## config.mk

```make
export PLATFORM = sky130hd
export DESIGN_NAME = pdw_watchdog_ctrl
export DESIGN_NICKNAME = d
export VERILOG_FILES = /design/src/logic/pdw_pkg.sv /design/src/logic/pdw_watchdog_ctrl.sv
export SDC_FILE = /design/constraint.sdc
export NUM_CORES = 1
export LEC_CHECK = 0
export ABC_AREA = 1
export BUFFER_PORTS_ARGS = -buffer_cell sky130_fd_sc_hd__buf_4
export CAP_MARGIN = 30
export CORE_MARGIN = 3
export CORE_UTILIZATION = 31
export DETAILED_ROUTE_END_ITERATION = 7
export GPL_TIMING_DRIVEN = 0
export HOLD_SLACK_MARGIN = 0.02
export PLACE_DENSITY = 0.48
export SYNTH_ARGS = -nofsm -noshare
export SYNTH_HDL_FRONTEND = slang
export SYNTH_SLANG_ARGS = --single-unit
export TNS_END_PERCENT = 20
```

## constraint.sdc

```tcl
create_clock -name sys_clk -period 5.2 [get_ports sys_clk]
set_clock_uncertainty 0.1 [all_clocks]
set_input_delay 1.04 -clock sys_clk [delete_from_list [all_inputs] [get_ports sys_clk]]
set_output_delay 1.04 -clock sys_clk [all_outputs]
set_load 0.01 [all_outputs]
```

## src/logic/pdw_pkg.sv

```systemverilog
// package for the process data watchdog and fault response control
// assumes one 100 MHz clock; register access arrives as 16-bit holding registers
package pdw_pkg;
   localparam int unsigned CLK_PERIOD_NS = 10;
   localparam int unsigned MS_NS = 1000000;
   localparam int unsigned MS_TICK_CYCLES = MS_NS / CLK_PERIOD_NS;

   // holding register addresses
   localparam logic [15:0] ADDR_TIMEOUT = 16'h07d0;
   localparam logic [15:0] ADDR_RESPONSE = 16'h07d2;
   localparam logic [15:0] ADDR_REASON = 16'h07d4;
   localparam logic [15:0] ADDR_COMMAND = 16'h07d6;
   localparam logic [15:0] ADDR_STATUS = 16'h1f3c;
   localparam logic [15:0] ADDR_OUT_DATA = 16'h2328;

   // timeout limits in milliseconds
   localparam logic [15:0] TIMEOUT_OFF = 16'h0000;
   localparam logic [15:0] TIMEOUT_MIN_MS = 16'h00c8;
   localparam logic [15:0] TIMEOUT_MAX_MS = 16'hfde8;

   // fault response codes
   localparam logic [15:0] RESP_ALL_LOW = 16'h0000;
   localparam logic [15:0] RESP_ALL_HIGH = 16'h0001;
   localparam logic [15:0] RESP_HOLD = 16'h0002;

   // fault reason codes
   localparam logic [15:0] REASON_NONE = 16'h0000;
   localparam logic [15:0] REASON_XFER_TIMEOUT = 16'h0007;
   localparam logic [15:0] REASON_HOST_TIMEOUT = 16'h0008;
   localparam logic [15:0] REASON_USER = 16'h0009;
   localparam logic [15:0] REASON_CONN_ABORT = 16'h000a;
   localparam logic [15:0] REASON_INIT_ERROR = 16'h000b;
   localparam logic [15:0] REASON_WATCHDOG = 16'h000c;
   localparam logic [15:0] REASON_MODBUS_TIMEOUT = 16'h000d;

   // command word bit positions
   localparam int unsigned CMD_SET_FAIL_BIT = 4;
   localparam int unsigned CMD_ACK_FAIL_BIT = 5;
   localparam int unsigned CMD_CLR_WARN_BIT = 7;

   // status word bit positions
   localparam int unsigned STAT_ERROR_BIT = 0;
   localparam int unsigned STAT_FAIL_BIT = 1;

   // reset values
   localparam logic [15:0] TIMEOUT_RESET = 16'h0000;
   localparam logic [15:0] RESPONSE_RESET = 16'h0000;
   localparam logic [7:0] OUT_DATA_RESET = 8'h00;

   typedef struct packed {
      logic wr;
      logic rd;
      logic [15:0] addr;
      logic [15:0] data;
   } pdw_req_type;

   typedef struct packed {
      logic ack;
      logic err;
      logic [15:0] data;
   } pdw_resp_type;
endpackage

```

## src/logic/pdw_watchdog_ctrl.sv

```systemverilog
// process data watchdog, substitute-value outputs, fault reason, command and status words
// assumes register requests are one-cycle strobes synchronous to sys_clk
`timescale 1ns/1ps

// Function
// - timeout in ms, 200 to 65000 valid
// - zero timeout keeps the watchdog off until it is first armed
// - timeout register is writable and readable
// - fault drives outputs low, high or hold
// - response code written at its register
// - fault reason readable at its register
// - reason codes 7 to 13 name causes
// - command with several bits set is an error
// - command register is write-only
// - bits 4,5,7 set fail, acknowledge, clear warning
// - status bit 0 shows any error
// - status bit 1 shows link-fail active
// - output writes start and restart; reads never
// - missed trigger applies substitutes, sets link-fail
// - auto mode: next output write acknowledges
// - acknowledge restarts; watchdog cannot be stopped
module pdw_watchdog_ctrl
   import pdw_pkg::*;
#(
   parameter int unsigned TICK_CYCLES = MS_TICK_CYCLES
) (
   input wire logic sys_clk,
   input wire logic rst,
   input wire pdw_req_type regReq,
   output pdw_resp_type regResp,
   input wire logic ackAuto,
   input wire logic diagActive,
   input wire logic ioWarnSet,
   input wire logic faultReq,
   input wire logic [15:0] faultCode,
   output logic [7:0] doOut,
   output logic netFail,
   output logic errorPresent
);
   logic [15:0] timeout_q, timeout_d;
   logic [15:0] response_q, response_d;
   logic [15:0] reason_q, reason_d;
   logic [15:0] period_q, period_d;
   logic [15:0] wdCount_q, wdCount_d;
   logic [16:0] tickCnt_q, tickCnt_d;
   logic [7:0] outData_q, outData_d;
   logic [7:0] doOut_q, doOut_d;
   logic armed_q, armed_d;
   logic netFail_q, netFail_d;
   logic ioWarn_q, ioWarn_d;
   logic errorPresent_q, errorPresent_d;
   pdw_resp_type resp_q, resp_d;
   logic tick;
   logic outWr;
   logic cmdWr;
   logic rdReq;

   assign tick = (tickCnt_q == 17'(TICK_CYCLES - 1));
   assign outWr = regReq.wr && (regReq.addr == ADDR_OUT_DATA);
   assign cmdWr = regReq.wr && (regReq.addr == ADDR_COMMAND);
   assign rdReq = regReq.rd && !regReq.wr;

   always_comb begin
      logic restart;
      logic [15:0] nextPeriod;
      restart = 1'b0;
      nextPeriod = (timeout_q != TIMEOUT_OFF) ? timeout_q : period_q;
      timeout_d = timeout_q;
      response_d = response_q;
      reason_d = reason_q;
      period_d = period_q;
      wdCount_d = wdCount_q;
      tickCnt_d = tick ? 17'h00000 : tickCnt_q + 17'h00001;
      outData_d = outData_q;
      armed_d = armed_q;
      netFail_d = netFail_q;
      ioWarn_d = ioWarn_q;
      resp_d = '0;

      if (regReq.wr) begin
         resp_d.ack = 1'b1;
         unique case (regReq.addr)
            ADDR_TIMEOUT: begin
               if (regReq.data == TIMEOUT_OFF ||
                   (regReq.data >= TIMEOUT_MIN_MS && regReq.data <= TIMEOUT_MAX_MS)) begin
                  timeout_d = regReq.data;
               end else begin
                  resp_d.err = 1'b1;
               end
            end
            ADDR_RESPONSE: begin
               if (regReq.data <= RESP_HOLD) begin
                  response_d = regReq.data;
               end else begin
                  resp_d.err = 1'b1;
               end
            end
            ADDR_COMMAND: begin
               if ($countones(regReq.data) > 1) begin
                  resp_d.err = 1'b1;
               end else if (regReq.data[CMD_ACK_FAIL_BIT]) begin
                  netFail_d = 1'b0;
                  restart = armed_q;
               end else if (regReq.data[CMD_CLR_WARN_BIT]) begin
                  ioWarn_d = 1'b0;
               end
               // other single bits fall through untouched
            end
            ADDR_OUT_DATA: begin
               outData_d = regReq.data[7:0];
               restart = armed_q || (timeout_q != TIMEOUT_OFF);
               if (netFail_q && ackAuto) begin
                  netFail_d = 1'b0;
               end
            end
            default: begin
               resp_d.err = 1'b1;
            end
         endcase
      end else if (regReq.rd) begin
         resp_d.ack = 1'b1;
         unique case (regReq.addr)
            ADDR_TIMEOUT: resp_d.data = timeout_q;
            ADDR_RESPONSE: resp_d.data = response_q;
            ADDR_REASON: resp_d.data = reason_q;
            ADDR_STATUS: begin
               resp_d.data = 16'h0000;
               resp_d.data[STAT_ERROR_BIT] = errorPresent_q;
               resp_d.data[STAT_FAIL_BIT] = netFail_q;
            end
            ADDR_OUT_DATA: resp_d.data = {8'h00, outData_q};
            default: resp_d.err = 1'b1;
         endcase
      end

      // once armed the timer keeps running even if the period is later zeroed
      if (restart) begin
         armed_d = 1'b1;
         period_d = nextPeriod;
         wdCount_d = nextPeriod;
         tickCnt_d = 17'h00000;
      end else if (armed_q && !netFail_q && tick) begin
         if (wdCount_q <= 16'h0001) begin
            netFail_d = 1'b1;
            reason_d = REASON_WATCHDOG;
         end else begin
            wdCount_d = wdCount_q - 16'h0001;
         end
      end

      // fault sources set last so a set beats a same-cycle acknowledge
      if (cmdWr && $countones(regReq.data) == 1 && regReq.data[CMD_SET_FAIL_BIT]) begin
         netFail_d = 1'b1;
         reason_d = REASON_USER;
      end
      if (faultReq) begin
         netFail_d = 1'b1;
         reason_d = faultCode;
      end
      if (ioWarnSet) begin
         ioWarn_d = 1'b1;
      end

      errorPresent_d = diagActive || ioWarn_q || netFail_q;
      if (netFail_q) begin
         unique case (response_q)
            RESP_ALL_HIGH: doOut_d = 8'hff;
            RESP_HOLD: doOut_d = doOut_q;
            default: doOut_d = 8'h00;
         endcase
      end else begin
         doOut_d = outData_q;
      end
   end

   always_ff @(posedge sys_clk) begin
      if (rst) begin
         timeout_q <= TIMEOUT_RESET;
         response_q <= RESPONSE_RESET;
         reason_q <= REASON_NONE;
         period_q <= TIMEOUT_RESET;
         wdCount_q <= TIMEOUT_RESET;
         tickCnt_q <= 17'h00000;
         outData_q <= OUT_DATA_RESET;
         doOut_q <= OUT_DATA_RESET;
         armed_q <= 1'b0;
         netFail_q <= 1'b0;
         ioWarn_q <= 1'b0;
         errorPresent_q <= 1'b0;
         resp_q <= '0;
      end else begin
         timeout_q <= timeout_d;
         response_q <= response_d;
         reason_q <= reason_d;
         period_q <= period_d;
         wdCount_q <= wdCount_d;
         tickCnt_q <= tickCnt_d;
         outData_q <= outData_d;
         doOut_q <= doOut_d;
         armed_q <= armed_d;
         netFail_q <= netFail_d;
         ioWarn_q <= ioWarn_d;
         errorPresent_q <= errorPresent_d;
         resp_q <= resp_d;
      end
   end

   assign regResp = resp_q;
   assign doOut = doOut_q;
   assign netFail = netFail_q;
   assign errorPresent = errorPresent_q;

   AST_TIMEOUT_RANGE: assert property (@(posedge sys_clk) disable iff (rst)
      (regReq.wr && regReq.addr == ADDR_TIMEOUT && regReq.data != TIMEOUT_OFF &&
       regReq.data < TIMEOUT_MIN_MS) |=> (regResp.err && timeout_q == $past(timeout_q)))
      else $error("out-of-range timeout accepted");
   AST_ZERO_NO_ARM: assert property (@(posedge sys_clk) disable iff (rst)
      (!armed_q && timeout_q == TIMEOUT_OFF) |=> !armed_q)
      else $error("watchdog armed with zero period");
   AST_TIMEOUT_READBACK: assert property (@(posedge sys_clk) disable iff (rst)
      (regReq.wr && regReq.addr == ADDR_TIMEOUT && regReq.data == TIMEOUT_MIN_MS) ##1
      !(regReq.wr && regReq.addr == ADDR_TIMEOUT) ##1
      (regReq.rd && !regReq.wr && regReq.addr == ADDR_TIMEOUT) |=> regResp.data == TIMEOUT_MIN_MS)
      else $error("timeout readback wrong");
   AST_FORCE_LEVEL: assert property (@(posedge sys_clk) disable iff (rst)
      (netFail_q && response_q != RESP_HOLD) |=>
      (doOut == (($past(response_q) == RESP_ALL_HIGH) ? 8'hff : 8'h00)))
      else $error("substitute level wrong");
   AST_HOLD: assert property (@(posedge sys_clk) disable iff (rst)
      (netFail_q && response_q == RESP_HOLD) |=> $stable(doOut))
      else $error("outputs moved in hold mode");
   AST_CMD_MULTI: assert property (@(posedge sys_clk) disable iff (rst)
      (cmdWr && $countones(regReq.data) > 1) |=> regResp.err)
      else $error("multi-bit command not flagged");
   AST_CMD_NO_READ: assert property (@(posedge sys_clk) disable iff (rst)
      (rdReq && regReq.addr == ADDR_COMMAND) |=> (regResp.err && regResp.data == 16'h0000))
      else $error("command register readable");
   AST_STATUS: assert property (@(posedge sys_clk) disable iff (rst)
      (rdReq && regReq.addr == ADDR_STATUS) |=>
      (regResp.data == {14'h0000, $past(netFail_q), $past(errorPresent_q)}))
      else $error("status word wrong");
   AST_READ_NO_RESTART: assert property (@(posedge sys_clk) disable iff (rst)
      (armed_q && !netFail_q && tick && wdCount_q > 16'h0001 && !regReq.wr) |=>
      (wdCount_q == $past(wdCount_q) - 16'h0001))
      else $error("watchdog count did not step");
   AST_EXPIRY: assert property (@(posedge sys_clk) disable iff (rst)
      (armed_q && !netFail_q && tick && wdCount_q == 16'h0001 && !regReq.wr && !faultReq) |=>
      (netFail_q && reason_q == REASON_WATCHDOG))
      else $error("expiry did not raise link-fail");
   AST_AUTO_ACK: assert property (@(posedge sys_clk) disable iff (rst)
      (netFail_q && ackAuto && outWr && !faultReq) |=> (!netFail_q && wdCount_q == period_q))
      else $error("auto acknowledge failed");
endmodule // pdw_watchdog_ctrl

```

==> impl_metrics.tcl, run 1 <==
set metrics [dict create \
    fin_ws_ps 170 \
    yosysTopAreaCell "dfxtp_1" \
    h-tree-depth 4 \
    utilization 0.391 \
    hold_viol_final 0 \
    setup_violations 0 \
    p_sw_w 0.000783 \
    core_region_area_sq_um 23700 \
    yosys_warnings 0 \
    tightest_slew_ps 822 \
    regArea_sq_um 2700 \
    drt-total-wl_mm 23.5 \
    hp-class "reg2reg" \
    cpPeakStageDelay_ps 570 \
    grt_pass1_vias 6909 \
    p_sw_frac 0.300 \
    first_iter_violations 492 \
    synthCells 1085 \
    yosysSeqAreaShare 0.358 \
    fp-row-count 56 \
    reg2reg_slack_ps 3070 \
    die_y_um 162 \
    arrival_ps 5250 \
    drtAntennaViolNets 0 \
    firstDrtPassIters 5 \
    diodes 0 \
    syn_to_final_growth_pct 22.7 \
    path_buf_inv 6 \
    clock-sinks 135 \
    antenna_found_initial 0 \
    status "finished clean" \
    grt_max_degree 17 \
    power.density_nw_per_um2 281 \
    syn_nets 1160 \
    power.leakage_nw 4.07 \
    slew_headroom 0.452 \
    drc 0 \
    synth_edf_count 0 \
    slew_viol_final 0 \
    critical_path_class "in2reg" \
    nFillCells 2556 \
    period_needed_ps 5030 \
    wl_per_cell_um 15.4 \
    synth_top_area_frac 0.358 \
    grt_setup_unrepaired "true" \
    p_comb_frac 0.138 \
    synth.avg_cell_area_sq_um 6.96 \
    synth.top_cells.by_count "222 x nand2_1, 169 x nor2_1, 136 x inv_1" \
    cts_buffers 17 \
    grt_pass1_wl_mm 36.9 \
    overflow 0 \
    clk_latency_ps 430 \
    dpl.hpwl_mm 18.5 \
    clockPowerShare 0.458 \
    power_w 0.00261 \
    nNetsFinal 1269 \
    synthesis.area_sq_um 7550 \
    grt_use_total 0.180 \
    portBuffers 82 \
    ios 84 \
    p_seq_frac 0.404 \
    crit_path_start_kind "primary input" \
    synthArstFlopShare 0 \
    synth_most_common_cell "nand2_1" \
    gp_congestion 0.849 \
    ctsHoldBuffers 0 \
    path_delay_family "adder cells" \
    cpMostUsedCell "fa_1" \
    yosys.cell_types.count 41 \
    endpoint_kind "flip-flop" \
    cts_buffer_depth 2 \
    die_w_um 162 \
    die-area_sq_um 26300 \
    post-route-period-util 0.967 \
    vias 7115 \
    required_ps 5420 \
    dpl_worst_slack_ps -394 \
    path_clk_slew_ps 60 \
    yosys-top-cells-area "dfxtp_1 36%, nand2_1 11%, nor2_1 8.4%" \
    vias_per_cell 4.66 \
    cp_max_fo 6 \
    maxCapViolations 0 \
    multi_input_area_sq_um 4090 \
    crit_slowest_cell "fa_1" \
    peakVddDrop_uv 167 \
    synth_seq_cells 135 \
    ys.flop_type "dfxtp_1" \
    p_int_w 0.00182 \
    drive_gt1_frac 0.194 \
    start_util 0.319 \
    crit_chain "buf_4 -> clkinvlp_4 -> fa_1 -> fa_1 -> fa_1 -> fa_1 -> inv_1 -> ha_1 -> fa_1 -> nor2_1 -> nand2_1 -> nor2_1 -> nand2_1 -> inv_2 -> nand2_2 -> inv_2 -> nand3_4 -> nand4_4 -> clkbuf_16 -> nor2_1" \
    cts_tree "built" \
    timing.fmax_ghz 0.199 \
    cts_root_buf "clkbuf_16" \
]
[power by group through the flow]
stage / Combinational [W] / Clock, W / Sequential (W)
after floorplan: 0.000232 / 0 / 0.00108
after global placement: 0.000349 / 0 / 0.00108
after detailed placement: 0.000350 / 0 / 0.00108
after CTS: 0.000353 / 0.00122 / 0.00105
after global routing: 0.000406 / 0.00126 / 0.00105
final: 0.000360 / 0.00119 / 0.00105
[routing by layer]
layer | part of all wire | track usage
met1 | 0.48 | 0.244
met3 | 0.035 | 0.0314
met4 | 0.012 | 0.0446
met2 | 0.47 | 0.297
met5 | 0 | 0
[registers in the layout, indices dropped and copies added (netlist names)]
register,flops
regResp,18
tickCnt_q,17
period_q,16
reason_q,16
response_q,16
timeout_q,16
wdCount_q,16
doOut,8
outData_q,8
armed_q,1
errorPresent,1
ioWarn_q,1
netFail,1
[path summary, 6_finish.rpt]
kind / from / end / depth (start not counted)
hold / removal: tickCnt_q[0]$_SDFF_PP0_ / tickCnt_q[0]$_SDFF_PP0_ / 1
hold reg to reg: tickCnt_q[0]$_SDFF_PP0_ / tickCnt_q[0]$_SDFF_PP0_ / 1
setup reg to reg: wdCount_q[0]$_SDFFE_PP0P_ / wdCount_q[3]$_SDFFE_PP0P_ / 9
setup / recovery: regReq[0] / tickCnt_q[15]$_SDFF_PP0_ / 20
[repair_timing]
item	in CTS	in global routing
endpoints found under the hold margin	0	0
setup buffers	0	6
gates resized for setup	0	12
endpoints found under the setup margin	0	47
[area by class of cell]
type | count | area share
clock inverter | 15 | 0.0163
tap | 319 | 0.0431
inverter | 151 | 0.0620
timing repair buffer | 89 | 0.0744
sequential | 135 | 0.292
buffer | 34 | 0.0258
clock buffer | 17 | 0.0459
multi-input combinational | 766 | 0.441
[cells in the final DEF, fill, tap and decap left out, drive strengths merged]
cell	Yosys	routed
dfxtp	135	135
a21oi	53	53
a31oi	8	8
nor3b	2	2
xor2	14	14
fa	10	10
o221ai	1	1
nand3b	3	3
nand4	24	24
buf	19	107
xnor2	4	4
o21ai	64	64
nand2	232	232
inv	150	160
o22ai	9	9
nand3	86	86
o21a	1	1
ha	9	9
clkbuf	15	33
or2	2	2
clkinvlp	0	3
nor2	198	199
clkinv	1	3
nor4	3	3
nor3	42	42
[through the flow]
step / TNS [ps] / std cells / instance area, sq um / hold WS (ps)
after floorplan: 0 / 1085 / 7550 / 318
after CTS: 0 / 1518 / 9140 / 358
after global routing: -8.60 / 1526 / 9270 / 374
after detailed placement: -16370 / 1486 / 8570 / 346
final: 0 / 1526 / 9270 / 350
after global placement: -17970 / 1486 / 8570 / 333
[cell families after synthesis]
logic type	share of synthesized area
adder cells (fa/ha/maj)	0.0414
flip-flops	0.358
AND/OR/NAND/NOR	0.374
buffers and inverters	0.106
XOR/XNOR	0.0209
AO/OA/AOI/OAI	0.0992
(Power assumes the default switching activity.)
==> run 2: changes to the inputs <==
CORE_UTILIZATION = 54   (was 31)
PLACE_DENSITY = 0.76   (was 0.48)
REMOVE_ABC_BUFFERS = 1   (was default)
==> impl_metrics.tcl, run 2 (same netlist as run 1, synthesis figures left out) <==
set metrics [dict create \
    largest_reg_flops 18 \
    p_int_w 0.00190 \
    cts_buffers 17 \
    r2r-end "wdCount_q[15]$_SDFFE_PP0P_" \
    drc 0 \
    placed_area_sq_um 8160 \
    cts_buffer_depth 2 \
    drtAntennaViolNets 0 \
    p_seq_frac 0.400 \
    cp_max_fo 10 \
    use_met1 0.338 \
    top_usage_layer "met2" \
    fin_area_sq_um 8850 \
    grt_pass1_wl_mm 32.8 \
    hold_start "tickCnt_q[0]$_SDFF_PP0_" \
    period_needed_ps 5030 \
    clk_latency_ps 440 \
    hold_end "tickCnt_q[0]$_SDFF_PP0_" \
    p_comb_frac 0.129 \
    cts_tree "built" \
    hold_depth 1 \
    r2r_start "wdCount_q[0]$_SDFFE_PP0P_" \
    endpoint_kind "flip-flop" \
    nFillCells 1238 \
    multi_input_area_sq_um 4090 \
    maxCapViolations 0 \
    power.leakage_nw 3.96 \
    setup_violations 0 \
    grt_max_degree 58 \
    ios 84 \
    grt.met3_usage 0.0605 \
    dpl.hpwl_mm 14.4 \
    vias 7127 \
    arrival_ps 5290 \
    final_common_cell "nand2_1" \
    drive_gt1_frac 0.179 \
    status "finished clean" \
    vias_per_cell 5.29 \
    peakVddDrop_uv 257 \
    ctsHoldBuffers 0 \
    hp-class "reg2reg" \
    power.density_nw_per_um2 298 \
    final_cells 1346 \
    mostFrequentLayoutCells "221 x nand2_1, 169 x nor2_1, 135 x inv_1, 135 x dfxtp_1, 86 x buf_4" \
    die_w_um 124 \
    firstDrtPassIters 5 \
    wl_per_cell_um 14.7 \
    p_sw_frac 0.280 \
    post-route-period-util 0.967 \
    grt_setup_unrepaired "true" \
    hold_viol_final 0 \
    fp-row-count 42 \
    cts_root_buf "clkbuf_16" \
    p_sw_w 0.000739 \
    h-tree-depth 4 \
    die-area_sq_um 15400 \
    required_ps 5460 \
    diodes 0 \
    path_clk_slew_ps 60 \
    start_util 0.561 \
    clockPowerShare 0.471 \
    crit_path_start_kind "primary input" \
    antenna_found_initial 0 \
    reg2reg_slack_ps 3070 \
    drt-total-wl_mm 19.8 \
    place_inst 1310 \
    nNetsFinal 1232 \
    clock-sinks 135 \
    slew_viol_final 0 \
    core_region_area_sq_um 13500 \
    timing.fmax_ghz 0.199 \
    use_met2 0.423 \
    portBuffers 83 \
    first_iter_violations 594 \
    syn_to_final_growth_pct 17.2 \
    overflow 0 \
    die_y_um 124 \
    gp_congestion 0.872 \
    grt_pass1_vias 6621 \
    regArea_sq_um 2700 \
    tightest_slew_ps 977 \
    critical_path_class "in2reg" \
    grt_use_total 0.259 \
    r2r_cells 9 \
    slew_headroom 0.348 \
]
-- run 2: cell types whose count changed in the layout (fill, tap and decap cells not counted), moves of 3 or more --
cell and delta:
buf_4 -7, buf_6 -9, clkbuf_1 -15, clkinv_4 +3, inv_8 -3
-- run 2: worst max-delay path by stage --
stage,startpoint,end,slack [ps],cells after the start
global placement,regReq[1],wdCount_q[3]$_SDFFE_PP0P_,-380,21
global route,regReq[1],reason_q[2]$_SDFFE_PP0P_,-50,18
finish,regReq[1],reason_q[15]$_SDFFE_PP0P_,170,19
floorplan,regReq[0],wdCount_q[11]$_SDFFE_PP0P_,200,20
CTS,regReq[1],wdCount_q[11]$_SDFFE_PP0P_,10,21
detailed placement,regReq[1],wdCount_q[11]$_SDFFE_PP0P_,-420,21
-- run 2: power groups by stage --
stage | registers, W | logic (W) | clock network [W]
4_1_cts | 0.00105 | 0.000339 | 0.00125
3_3_place_gp | 0.00108 | 0.000324 | 0
3_5_place_dp | 0.00108 | 0.000336 | 0
5_1_grt | 0.00105 | 0.000395 | 0.00130
2_1_floorplan | 0.00108 | 0.000220 | 0
6_report | 0.00105 | 0.000340 | 0.00124
-- run 2: layer usage --
| layer | up-vias | wire, um |
|---|---|---|
| li1 | 3613 | - |
| met3 | 27 | 1170 |
| met1 | 3270 | 8760 |
| met4 | 0 | 430 |
| met5 | - | 0 |
| met2 | 217 | 9470 |
-- run 2: per-stage QoR --
step | setup slack (ps) | total power [W] | utilization | hold slack (ps) | setup TNS, ps
after floorplan | 202 | 0.00130 | - | 318 | 0
after global placement | -384 | 0.00140 | 0.607 | 333 | -13280
after detailed placement | -417 | 0.00141 | 0.607 | 342 | -14960
after CTS | 10.3 | 0.00265 | 0.652 | 353 | 0
after global routing | -48.3 | 0.00275 | 0.658 | 373 | -129
final | 172 | 0.00264 | 0.658 | 349 | 0
-- run 2: final cells by class --
type / count / area share
tap: 176 / 0.0249
clock buffer: 17 / 0.0481
multi-input combinational: 765 / 0.462
sequential: 135 / 0.305
inverter: 151 / 0.0640
timing repair buffer: 87 / 0.0752
clock inverter: 15 / 0.0205
-- run 2: repair_timing --
item | 4_1_cts | 5_1_grt
resized for setup | 0 | 7
buffers inserted | 0 | 4
setup endpoints to repair | 0 | 36
-- run 2: critical path, cell delays in order --
cell,delay (ps)
buf_4,130
inv_1,150
fa_1,480
fa_1,540
fa_1,430
fa_1,490
inv_1,40
ha_1,210
fa_1,480
nor2_1,100
nand2_1,50
nor2_1,80
nand2_1,100
inv_2,100
nand4_4,220
nand3_4,250
buf_12,160
nand3_1,70
a21oi_1,150
==> run 3: changes to the inputs <==
CORE_UTILIZATION = 59   (was 54)
PLACE_DENSITY = 0.79   (was 0.76)
clock period = 4.85 ns   (was 5.2 ns; I/O delays follow)
==> impl_metrics.tcl, run 3 (same netlist as run 1, synthesis figures left out) <==
set metrics [dict create \
    required_ps 5110 \
    die-area_sq_um 14200 \
    power_w 0.00280 \
    final_cells 1356 \
    grt_use_total 0.285 \
    power.leakage_nw 4.05 \
    fp-row-count 40 \
    ctsHoldBuffers 0 \
    drive_gt1_frac 0.219 \
    drt-total-wl_mm 20.6 \
    status "finished clean" \
    cp_max_fo 7 \
    diodes 0 \
    placed_area_sq_um 8180 \
    final_common_cell "nand2_1" \
    power.density_nw_per_um2 306 \
    period_needed_ps 4780 \
    overflow 0 \
    peakVddDrop_uv 341 \
    place_inst 1303 \
    firstDrtPassIters 5 \
    core_region_area_sq_um 12300 \
    arrival_ps 5040 \
    die_w_um 119 \
    nFillCells 993 \
    crit_chain "buf_8 -> inv_4 -> fa_1 -> fa_1 -> fa_1 -> fa_1 -> inv_2 -> ha_4 -> fa_1 -> nor2_1 -> nand2_1 -> nor2_1 -> nand2_1 -> inv_2 -> nand4_4 -> nand3_4 -> buf_12 -> nand3_2 -> a21oi_2" \
    setup_violations 0 \
    cts_tree "built" \
    cts_buffer_depth 2 \
    timing.fmax_ghz 0.209 \
    largest_reg_flops 18 \
    fin_area_sq_um 9150 \
    endpoint_kind "flip-flop" \
    vias_per_cell 5.41 \
    slew_viol_final 0 \
    drtAntennaViolNets 0 \
    drc 0 \
    antenna_found_initial 0 \
    critical_path_class "in2reg" \
    tightest_slew_ps 635 \
    maxCapViolations 0 \
    p_seq_frac 0.404 \
    hold_viol_final 0 \
    crit_path_start_kind "primary input" \
    p_sw_frac 0.284 \
    grt_pass1_wl_mm 32.4 \
    h-tree-depth 4 \
    wl_per_cell_um 15.2 \
    cts_root_buf "clkbuf_16" \
    crit_slowest_cell "fa_1" \
    path_clk_slew_ps 60 \
    cts_buffers 17 \
    syn_to_final_growth_pct 21.2 \
    cpMostUsedCell "fa_1" \
    dpl.hpwl_mm 14.5 \
    gp_congestion 0.948 \
    cpPeakStageDelay_ps 550 \
    die_y_um 119 \
    vias 7333 \
    clock-sinks 135 \
    grt_setup_unrepaired "true" \
    mostFrequentLayoutCells "207 x nand2_1, 167 x nor2_1, 135 x dfxtp_1" \
    portBuffers 83 \
    grt_max_degree 50 \
    p_sw_w 0.000795 \
    post-route-period-util 0.986 \
    setup-tns-final_ps 0 \
    start_util 0.616 \
    p_int_w 0.00200 \
    p_comb_frac 0.157 \
    slew_headroom 0.577 \
    nNetsFinal 1250 \
    grt_pass1_vias 6655 \
    hp-class "reg2reg" \
    clk_latency_ps 430 \
    first_iter_violations 695 \
    fin_ws_ps 68.6 \
    dpl_worst_slack_ps -684 \
    ios 84 \
    clockPowerShare 0.439 \
]
[run 3: cell types whose count changed in the layout (fill, tap and decap cells not counted), sizes merged]
cell,delta
buf,+14
nand2,+3
bufinv,-2
clkbuf,+2
nor2,+1
[run 3: final timing paths]
check / startpoint / end / slack (ps) / depth (start not counted)
worst max-delay path: regReq[15] / reason_q[8]$_SDFFE_PP0P_ / 70 / 19
worst min-delay path: tickCnt_q[0]$_SDFF_PP0_ / tickCnt_q[0]$_SDFF_PP0_ / 360 / 1
worst max register to register: wdCount_q[0]$_SDFFE_PP0P_ / wdCount_q[4]$_SDFFE_PP0P_ / 2660 / 9
worst min register to register: tickCnt_q[0]$_SDFF_PP0_ / tickCnt_q[0]$_SDFF_PP0_ / 360 / 1
[run 3: routing by layer]
| metal | vias to the layer above | global-route usage | part of all wire |
|---|---|---|---|
| met4 | 0 | 0.114 | 0.034 |
| met3 | 50 | 0.0670 | 0.070 |
| met2 | 259 | 0.464 | 0.48 |
| met1 | 3362 | 0.364 | 0.41 |
| li1 | 3662 | - | - |
| met5 | - | 0 | 0 |
[run 3: worst max-delay path, delay by kind of cell]
kind                     cells  cell delay, ps
AND/OR/NAND/NOR              7             840
AO/OA/AOI/OAI                1             130
adder cells (fa/ha/maj)      6            2670
buffers and inverters        5             440
[run 3: power groups by stage]
stage | Sequential [W] | Clock [W] | Combinational, W
2_1_floorplan | 0.00115 | 0 | 0.000235
3_3_place_gp | 0.00115 | 0 | 0.000348
3_5_place_dp | 0.00115 | 0 | 0.000365
4_1_cts | 0.00113 | 0.00123 | 0.000373
5_1_grt | 0.00113 | 0.00129 | 0.000489
6_report | 0.00113 | 0.00123 | 0.000440
[run 3: final cells by class]
class / instances / area, sq um / share of cell area
Clock inverter: 13 / 113 / 0.0123
Multi-Input combinational cell: 769 / 4260 / 0.465
Tap cell: 168 / 210 / 0.0230
Sequential cell: 135 / 2700 / 0.295
Timing Repair Buffer: 101 / 841 / 0.0919
Inverter: 151 / 579 / 0.0633
Clock buffer: 19 / 453 / 0.0495
[run 3: timing repair]
| item | CTS | global route |
|---|---|---|
| gates cloned | 0 | 4 |
| setup endpoints to repair | 34 | 67 |
| pin swaps | 3 | 34 |
| buffers inserted | 9 | 8 |
| gates resized for setup | 8 | 59 |
[run 3: metrics by stage]
stage	util	hold slack, ps
after floorplan	-	318
after global placement	0.665	331
after detailed placement	0.667	342
after CTS	0.723	360
after global routing	0.747	377
final	0.747	355
